[src/rscp_cfg.svh]
// Constants of the receiver serial configuration port
// Assumes a 100 MHz system clock; included by the package and the port
`ifndef RSCP_CFG_SVH
`define RSCP_CFG_SVH

`define RSCP_CFG_WIDTH 20
`define RSCP_CFG_RESET 20'h00000
`define RSCP_CNT_FULL 5'h14
`define RSCP_DES_MSB 2
`define RSCP_DES_LSB 0
`define RSCP_BW_MSB 4
`define RSCP_BW_LSB 3
`define RSCP_SLICE_MSB 6
`define RSCP_SLICE_LSB 5
`define RSCP_CHK_MSB 8
`define RSCP_CHK_LSB 7
`define RSCP_WIN_MSB 11
`define RSCP_WIN_LSB 9
`define RSCP_SLEEP_MSB 14
`define RSCP_SLEEP_LSB 12
`define RSCP_AUTOPOLL_BIT 15
`define RSCP_HIBW_BIT 16
`define RSCP_SQUELCH_BIT 17
`define RSCP_WDOG_BIT 18
`define RSCP_RSSI_BIT 19

`define RSCP_NPIN 6
`define RSCP_PIN_SCLK 0
`define RSCP_PIN_DATA 1
`define RSCP_PIN_PD 2
`define RSCP_PIN_BWLO 3
`define RSCP_PIN_BWHI 4
`define RSCP_PIN_SQ 5

`define RSCP_CLK_PERIOD_NS 10
`define RSCP_STARTUP_US 1000
`define RSCP_STARTUP_MAX_US 2000
`define RSCP_STARTUP_CYC ((`RSCP_STARTUP_US * 1000) / `RSCP_CLK_PERIOD_NS)
`define RSCP_STARTUP_MAX_CYC ((`RSCP_STARTUP_MAX_US * 1000) / `RSCP_CLK_PERIOD_NS)
`define RSCP_STARTUP_CW 17

`endif

[src/rscp_pkg.sv]
// Types of the receiver serial configuration port
// Assumes rscp_cfg.svh is on the include path
`include "rscp_cfg.svh"

package rscp_pkg;
   typedef logic [`RSCP_CFG_WIDTH-1:0] rscp_word_t;
   typedef logic [`RSCP_NPIN-1:0] rscp_pins_t;
   typedef enum logic [2:0] {
      ST_IDLE = 3'h0,
      ST_OPEN_CLK_LO = 3'h1,
      ST_OPEN_CLK_HI = 3'h2,
      ST_OPEN_DAT_HI = 3'h3,
      ST_OPEN_DAT_LO = 3'h4,
      ST_SHIFT = 3'h5,
      ST_STOP_DAT_HI = 3'h6,
      ST_STOP_DAT_LO = 3'h7
   } rscp_state_t;
endpackage

[src/rscp_pin_if.sv]
// Carries raw pin levels into the synchroniser and clean levels and edges out
// Assumes both ends run on the system clock
`timescale 1ns/1ps
`default_nettype none
`include "rscp_cfg.svh"

interface rscp_pin_if;
   logic [`RSCP_NPIN-1:0] raw;
   logic [`RSCP_NPIN-1:0] lvl;
   logic [`RSCP_NPIN-1:0] rise;
   logic [`RSCP_NPIN-1:0] fall;
   modport sync (input raw, output lvl, output rise, output fall);
   modport user (output raw, input lvl, input rise, input fall);
endinterface

`default_nettype wire

[src/rscp_sync.sv]
// Two-flop synchroniser with edge detect for the external pins
// Assumes pins are asynchronous to clk_sys_in
`timescale 1ns/1ps
`default_nettype none

module rscp_sync
   import rscp_pkg::*;
(
   input wire logic clk_sys_in,
   input wire logic reset_in,
   input wire logic clk_en_in,
   rscp_pin_if.sync pins
);
   rscp_pins_t meta_q, meta_d;
   rscp_pins_t lvl_q, lvl_d;
   rscp_pins_t old_q, old_d;

   always_comb begin
      meta_d = clk_en_in ? pins.raw : meta_q;
      lvl_d = clk_en_in ? meta_q : lvl_q;
      old_d = clk_en_in ? lvl_q : old_q;
   end

   always_ff @(posedge clk_sys_in) begin
      if (reset_in) begin
         meta_q <= '0;
         lvl_q <= '0;
         old_q <= '0;
      end else begin
         meta_q <= meta_d;
         lvl_q <= lvl_d;
         old_q <= old_d;
      end
   end

   assign pins.lvl = lvl_q;
   assign pins.rise = lvl_q & ~old_q;
   assign pins.fall = ~lvl_q & old_q;
endmodule

`default_nettype wire

[src/rscp_port.sv]
// Receiver serial configuration port: two-pin session decoder and config word
// Assumes rx_data_in and signal_valid_in come from the demodulator on clk_sys_in
`timescale 1ns/1ps
`default_nettype none
`include "rscp_cfg.svh"

module rscp_port
   import rscp_pkg::*;
#(
   parameter int STARTUP_CYCLES = `RSCP_STARTUP_CYC
)
(
   input wire logic clk_sys_in,
   input wire logic reset_in,
   input wire logic clk_en_in,
   input wire logic sclk_in,
   input wire logic data_pin_in,
   output logic data_pin_out,
   output logic data_pin_oe_n_out,
   input wire logic power_down_pin_in,
   input wire logic bw_select_lo_in,
   input wire logic bw_select_hi_in,
   input wire logic squelch_select_in,
   input wire logic rx_data_in,
   input wire logic signal_valid_in,
   output logic prog_mode_out,
   output logic cfg_loaded_out,
   output logic operational_out,
   output logic [2:0] desense_out,
   output logic [1:0] demod_bw_out,
   output logic [1:0] slice_level_out,
   output logic [1:0] bit_check_out,
   output logic [2:0] window_out,
   output logic [2:0] sleep_time_out,
   output logic autopoll_out,
   output logic high_bw_out,
   output logic squelch_on_out,
   output logic watchdog_off_out,
   output logic rssi_offset_out
);
   rscp_pin_if pins ();

   assign pins.raw = {squelch_select_in, bw_select_hi_in, bw_select_lo_in,
                      power_down_pin_in, data_pin_in, sclk_in};

   rscp_sync u_sync (
      .clk_sys_in(clk_sys_in),
      .reset_in(reset_in),
      .clk_en_in(clk_en_in),
      .pins(pins)
   );

   logic sclk_hi, sclk_rise, sclk_fall, dat_hi, dat_rise, dat_fall, pd_hi;
   assign sclk_hi = pins.lvl[`RSCP_PIN_SCLK];
   assign sclk_rise = pins.rise[`RSCP_PIN_SCLK];
   assign sclk_fall = pins.fall[`RSCP_PIN_SCLK];
   assign dat_hi = pins.lvl[`RSCP_PIN_DATA];
   assign dat_rise = pins.rise[`RSCP_PIN_DATA];
   assign dat_fall = pins.fall[`RSCP_PIN_DATA];
   assign pd_hi = pins.lvl[`RSCP_PIN_PD];

   // Session decoder
   rscp_state_t state_q, state_d;
   rscp_word_t shift_q, shift_d;
   rscp_word_t word_q, word_d;
   logic [4:0] cnt_q, cnt_d;
   logic loaded_q, loaded_d;
   logic sample, commit;

   always_comb begin
      state_d = state_q;
      shift_d = shift_q;
      word_d = word_q;
      cnt_d = cnt_q;
      loaded_d = loaded_q;
      sample = 1'b0;
      commit = 1'b0;
      if (clk_en_in) begin
         case (state_q)
            ST_IDLE: begin
               // A rise, not a level, so a clock left high after an abort does not reopen
               if (sclk_rise) begin
                  state_d = ST_OPEN_CLK_LO;
               end
            end
            ST_OPEN_CLK_LO: begin
               if (sclk_fall) begin
                  state_d = dat_hi ? ST_IDLE : ST_OPEN_CLK_HI;
               end
            end
            ST_OPEN_CLK_HI: begin
               if (sclk_rise) begin
                  state_d = dat_hi ? ST_IDLE : ST_OPEN_DAT_HI;
               end
            end
            ST_OPEN_DAT_HI: begin
               if (sclk_fall) begin
                  state_d = ST_IDLE;
               end else if (dat_rise) begin
                  state_d = ST_OPEN_DAT_LO;
               end
            end
            ST_OPEN_DAT_LO: begin
               if (sclk_fall) begin
                  state_d = ST_IDLE;
               end else if (dat_fall) begin
                  state_d = ST_SHIFT;
                  cnt_d = 5'h00;
               end
            end
            ST_SHIFT: begin
               if (sclk_rise) begin
                  sample = 1'b1;
                  shift_d = {shift_q[`RSCP_CFG_WIDTH-2:0], dat_hi};
                  cnt_d = (cnt_q == `RSCP_CNT_FULL) ? cnt_q : cnt_q + 5'h01;
               end else if (sclk_hi && dat_rise) begin
                  state_d = ST_STOP_DAT_HI;
               end
            end
            ST_STOP_DAT_HI: begin
               if (sclk_fall) begin
                  state_d = ST_SHIFT;
               end else if (dat_fall) begin
                  state_d = ST_STOP_DAT_LO;
               end
            end
            ST_STOP_DAT_LO: begin
               if (sclk_fall) begin
                  commit = 1'b1;
                  state_d = ST_IDLE;
                  loaded_d = 1'b1;
                  for (int i = 0; i < `RSCP_CFG_WIDTH; i++) begin
                     if (i < int'(cnt_q)) begin
                        word_d[i] = shift_q[i];
                     end
                  end
               end
            end
            default: begin
               state_d = ST_IDLE;
            end
         endcase
      end
   end

   always_ff @(posedge clk_sys_in) begin
      if (reset_in) begin
         state_q <= ST_IDLE;
         shift_q <= '0;
         word_q <= `RSCP_CFG_RESET;
         cnt_q <= 5'h00;
         loaded_q <= 1'b0;
      end else begin
         state_q <= state_d;
         shift_q <= shift_d;
         word_q <= word_d;
         cnt_q <= cnt_d;
         loaded_q <= loaded_d;
      end
   end

   // Field decode and pin override
   logic [1:0] bw_q, bw_d;
   logic sq_q, sq_d;

   always_comb begin
      bw_q_hold: begin
         bw_d = bw_q;
         sq_d = sq_q;
      end
      if (clk_en_in) begin
         if (loaded_q) begin
            bw_d = word_q[`RSCP_BW_MSB:`RSCP_BW_LSB];
            sq_d = word_q[`RSCP_SQUELCH_BIT];
         end else begin
            bw_d = {pins.lvl[`RSCP_PIN_BWHI], pins.lvl[`RSCP_PIN_BWLO]};
            sq_d = ~pins.lvl[`RSCP_PIN_SQ];
         end
      end
   end

   always_ff @(posedge clk_sys_in) begin
      if (reset_in) begin
         bw_q <= 2'h0;
         sq_q <= 1'b0;
      end else begin
         bw_q <= bw_d;
         sq_q <= sq_d;
      end
   end

   assign desense_out = word_q[`RSCP_DES_MSB:`RSCP_DES_LSB];
   assign demod_bw_out = bw_q;
   assign slice_level_out = word_q[`RSCP_SLICE_MSB:`RSCP_SLICE_LSB];
   assign bit_check_out = word_q[`RSCP_CHK_MSB:`RSCP_CHK_LSB];
   assign window_out = word_q[`RSCP_WIN_MSB:`RSCP_WIN_LSB];
   assign sleep_time_out = word_q[`RSCP_SLEEP_MSB:`RSCP_SLEEP_LSB];
   assign autopoll_out = word_q[`RSCP_AUTOPOLL_BIT];
   assign high_bw_out = word_q[`RSCP_HIBW_BIT];
   assign squelch_on_out = sq_q;
   assign watchdog_off_out = word_q[`RSCP_WDOG_BIT];
   assign rssi_offset_out = word_q[`RSCP_RSSI_BIT];
   assign cfg_loaded_out = loaded_q;
   assign prog_mode_out = (state_q != ST_IDLE);

   // Shutdown, startup delay, wake and data output
   logic [`RSCP_STARTUP_CW-1:0] start_q, start_d;
   logic oper_q, oper_d;
   logic woken_q, woken_d;
   logic dout_q, dout_d;

   always_comb begin
      start_d = start_q;
      oper_d = oper_q;
      woken_d = woken_q;
      dout_d = dout_q;
      if (clk_en_in) begin
         if (pd_hi) begin
            start_d = '0;
            oper_d = 1'b0;
         end else if (start_q == `RSCP_STARTUP_CW'(STARTUP_CYCLES)) begin
            oper_d = 1'b1;
         end else begin
            start_d = start_q + `RSCP_STARTUP_CW'(1);
         end
         if (!oper_q || !autopoll_out) begin
            woken_d = 1'b0;
         end else if (signal_valid_in) begin
            woken_d = 1'b1;
         end
         if (!oper_q || (autopoll_out && !woken_q)) begin
            dout_d = 1'b0;
         end else if (sq_q) begin
            dout_d = rx_data_in & signal_valid_in;
         end else begin
            dout_d = rx_data_in;
         end
      end
   end

   always_ff @(posedge clk_sys_in) begin
      if (reset_in) begin
         start_q <= '0;
         oper_q <= 1'b0;
         woken_q <= 1'b0;
         dout_q <= 1'b0;
      end else begin
         start_q <= start_d;
         oper_q <= oper_d;
         woken_q <= woken_d;
         dout_q <= dout_d;
      end
   end

   assign operational_out = oper_q;
   assign data_pin_out = dout_q;
   assign data_pin_oe_n_out = sclk_hi || (state_q != ST_IDLE);

   logic [`RSCP_STARTUP_CW:0] low_run_q;
   always_ff @(posedge clk_sys_in) begin
      if (reset_in || pd_hi) begin
         low_run_q <= '0;
      end else if (clk_en_in && !low_run_q[`RSCP_STARTUP_CW]) begin
         low_run_q <= low_run_q + 1'b1;
      end
   end
endmodule

`default_nettype wire

[config.mk]
export PLATFORM = sky130hd
export DESIGN_NAME = rscp_port
export DESIGN_NICKNAME = d
export VERILOG_FILES = /design/src/rscp_pkg.sv /design/src/rscp_pin_if.sv /design/src/rscp_sync.sv /design/src/rscp_port.sv
export VERILOG_INCLUDE_DIRS = /design/src
export SDC_FILE = /design/constraint.sdc
export NUM_CORES = 1
export LEC_CHECK = 0
export BUFFER_PORTS_ARGS = -buffer_cell sky130_fd_sc_hd__buf_2
export CORE_MARGIN = 4
export CORE_UTILIZATION = 45
export CTS_CLUSTER_SIZE = 40
export DETAILED_ROUTE_END_ITERATION = 8
export GPL_ROUTABILITY_DRIVEN = 0
export GPL_TIMING_DRIVEN = 0
export HOLD_SLACK_MARGIN = 0.06
export PLACE_DENSITY = 0.72
export SETUP_SLACK_MARGIN = 0.2
export SLEW_MARGIN = 20
export SYNTH_ARGS = -nofsm -noshare
export SYNTH_HDL_FRONTEND = slang
export SYNTH_SLANG_ARGS = --single-unit
export TNS_END_PERCENT = 10
[constraint.sdc]
create_clock -name clk_sys_in -period 5.05 [get_ports clk_sys_in]
set_input_delay 0.2525 -clock clk_sys_in [delete_from_list [all_inputs] [get_ports clk_sys_in]]
set_output_delay 0.2525 -clock clk_sys_in [all_outputs]
set_load 0.05 [all_outputs]
==> results.md <==
* Area of the multi-input gates at 2240 um2
* Nets at 570
* Post-synthesis cell area at between 4000 and 5000 um2
* Synth warn at 0
* Yosys top cell area share at between 40% and 50%
* Vias in the first global route at 3,582
* Top cells by area, synth: dfxtp_1 40%, mux2i_1 8.9%, nand2_1 5.4%
* Share of layout cells above drive strength 1 at ~16%
* Placed cells at between 600 and 700
* Clock transition at path regs at approximately 0.090 ns
* Power Density at 267 nW/um2
* Worst-Margin Slew at 0.705 ns
* Worst setup path class: register to register
* Clock buffer depth at 2
* Final setup TNS at 0 ns
* Skew-Pair Late Insertion Delay at between 0.3 and 0.4 ns
* Largest net degree at the start of global routing at 17
* Die Wd at ~110 um
* Final Non-Filler Cells at just under 700
* Crit-path cells: clkbuf_1 > inv_1 > ha_1 > and4b_1 > o32a_1 > o311ai_0 > o41ai_1
* Final WL at roughly 11 mm
* Buffers & Inverters on Critical Path at 2
* Post-DR vias/cell at approximately 5.7
* Clk sinks at 86
* Initial Util at 46.4%
* Final ANT Viol Nets at 0
* Endpoints failing setup at 0
* Slew headroom at about half
* Mean area per synthesized cell at around 8.4 um2
* # rows at 35
* RSZ-0062 raised after global routing: no
* Placed Area at between 4000 and 5000 um2
* Max Cap Viol at 0
* Post-CTS resize count at 0
* DIE AREA at between 10,000 and 15,000 um2
* CP max-delay cell: dfxtp_1
* Distinct cells, synth at 66
* Min cycle time layout at ~2.1 ns
* Hold path depth at 3
* Setup crit start kind: register
* Utilization after layout at between 50% and 60%
* Top-Level Pins at 36
* Vias post-DR at approximately 3,900
* Register area share after synthesis at about two fifths
* Primary FF master, synth: dfxtp_1
* GRT Total Usage at between 10% and 20%
* Die height at about 110 um
* Final Instance Area at 4820 um2
* Commonest non-fill, non-tap cell in the layout: dfxtp_1
* Buffers on Ports at 33
* Leakage power at 1.70 nW
* Post-Syn Instances at about 500
* IR Drop Worst-Case VDD at 0.000194 V
* Post-synth EDFFs at 0
* Core Area at 9240 um2
* Initial antenna violation count at 0
* Synth async-reset ratio at 0%
* First-pass GRT wire length at 17.9 mm
* Final Hold Fails at 0
* CTS tree: yes
* Area grow syn2layout at 12.3%
* Dpl hpwl at about 7.7 mm
* Crit path max fanout at 10
* Clock Skew at about 0.014 ns
* Hold WC Path Type: input port to register
* Crit path arrival time at 2.36 ns
* Fillers at approximately 870
* Reg2reg path depth at 7
* # hold bufs at CTS at 0
* Crit path max-delay family: compound AO/OA/AOI/OAI gates
* Crit path capture type: register
* Synthesized Nets at 526
* Req. time, crit path at 5.28 ns
* DR pass1 iterations at 5
* Iteration-0 DRC Markers at approximately 390
* Seq cells post-synth at 86
* Residual DRC count at 0
* WP depth at 7
* Setup Buffers After CTS at 0
* Register area at ~1700 um2
* Delay of the slowest cell on the worst path at 0.45 ns
* CTS Root Cell: clkbuf_8
* Status: completed
* Most frequent cells in the layout: 86 x dfxtp_1, 62 x nand2_1, 58 x nor2_1
* Remaining global-route overflow at 0
* Largest area contributor in the netlist: dfxtp_1
* Wirelength per Cell at 15.7 um
* Max Fclk at around 470 MHz
* CTS buffer count at 9
* Final period util at 42.0%
* Htree depth at 3
* Antenna diode count at 0
* Max Slew Vio Count at 0
metrics by stage:
| stage | setup WS (ns) | hold WS (ns) | power (mW) |
|---|---|---|---|
| final | 2.93 | 0.133 | 1.29 |
| after global routing | 2.73 | 0.156 | 1.32 |
| after CTS | 2.96 | 0.127 | 1.28 |
| after detailed placement | 2.97 | 0.461 | 0.788 |
| after global placement | 3.01 | 0.449 | 0.787 |
| after floorplan | 3.21 | 0.400 | 0.763 |
metal layers:
metal | global-route usage [%] | wire length, um
met1 | 28.7 | 5130
met2 | 29.8 | 4920
met3 | 2.33 | 632
met4 | 5.83 | 135
met5 | 0 | 0
registers in the layout, indices dropped and copies added, names as in the netlist, 2 cells and up:
name,cells
shift_q,20
word_q,20
start_q,17
u_sync.meta_q,6
u_sync.pins.lvl,6
cnt_q,5
state_q,3
demod_bw_out,2
u_sync.old_q,2
Yosys cell counts (2+ instances only):
| master | number |
|---|---|
| inv_1 | 17 |
| nor2_1 | 58 |
| a221oi_1 | 2 |
| buf_2 | 10 |
| or4_1 | 2 |
| buf_1 | 8 |
| nand2b_1 | 4 |
| nand3_1 | 11 |
| nor4bb_1 | 2 |
| nand4b_1 | 3 |
| nor4b_1 | 2 |
| dfxtp_1 | 86 |
| a2111oi_0 | 3 |
| clkbuf_1 | 15 |
| o21ai_0 | 9 |
| o32ai_1 | 3 |
| buf_4 | 15 |
| nor3_1 | 16 |
| mux2i_1 | 38 |
| a21oi_1 | 37 |
| a311o_1 | 4 |
| and3_1 | 2 |
| nor2b_1 | 7 |
| o211ai_1 | 2 |
| or3_1 | 2 |
| a2bb2oi_1 | 2 |
| nand4_1 | 11 |
| nor4_1 | 7 |
| o41ai_1 | 2 |
| a211oi_1 | 11 |
| a21o_1 | 3 |
| or2_2 | 4 |
| o31a_1 | 4 |
| ha_1 | 4 |
| nand2_1 | 62 |
| o31ai_1 | 6 |
| a31oi_1 | 4 |
| nand3b_1 | 4 |
| o311ai_0 | 2 |
path summary, 6_finish.rpt:
| path | to | startpoint | slack (ns) |
|---|---|---|---|
| max | cnt_q[2] | cnt_q[1] | 2.93 |
| min | u_sync.meta_q[1] | data_pin_in | 0.13 |
| max reg2reg | cnt_q[2] | cnt_q[1] | 2.93 |
| min reg2reg | shift_q[9] | shift_q[8] | 0.47 |
worst register-to-register path: stages (launching register included):
cell and delay [ns]:
dfxtp_1 0.45, clkbuf_1 0.37, inv_1 0.08, ha_1 0.18, and4b_1 0.21, o32a_1 0.22, o311ai_0 0.36, o41ai_1 0.14
layout make-up:
cell class / instances / share of cell area [%]
Timing Repair Buffer: 33 / 3.43
Multi-Input combinational cell: 357 / 46.4
Inverter: 18 / 1.40
Tap cell: 129 / 3.35
Sequential cell: 86 / 35.7
Buffer: 50 / 5.50
Clock buffer: 9 / 2.57
Clock inverter: 7 / 1.64
cells by family (layout without fill, tap and decap cells):
kind of cell | count (synthesis) | after routing | share of synthesized area [%]
and+or+nand+nor | 205 | 205 | 23.6
adders and majority gates | 4 | 4 | 1.17
xor gates and xnor gates | 1 | 1 | 0.204
buffers and inverters | 68 | 117 | 7.76
DFF | 86 | 86 | 40.1
AOI/OAI and AO/OA | 108 | 108 | 18.0
muxes | 39 | 39 | 9.13
power by group:
part	internal (mW)	switching [mW]
clock network	0.234	0.278
logic	0.0241	0.0553
registers	0.686	0.00869
total	0.944	0.342
(Power assumes the default switching activity.)
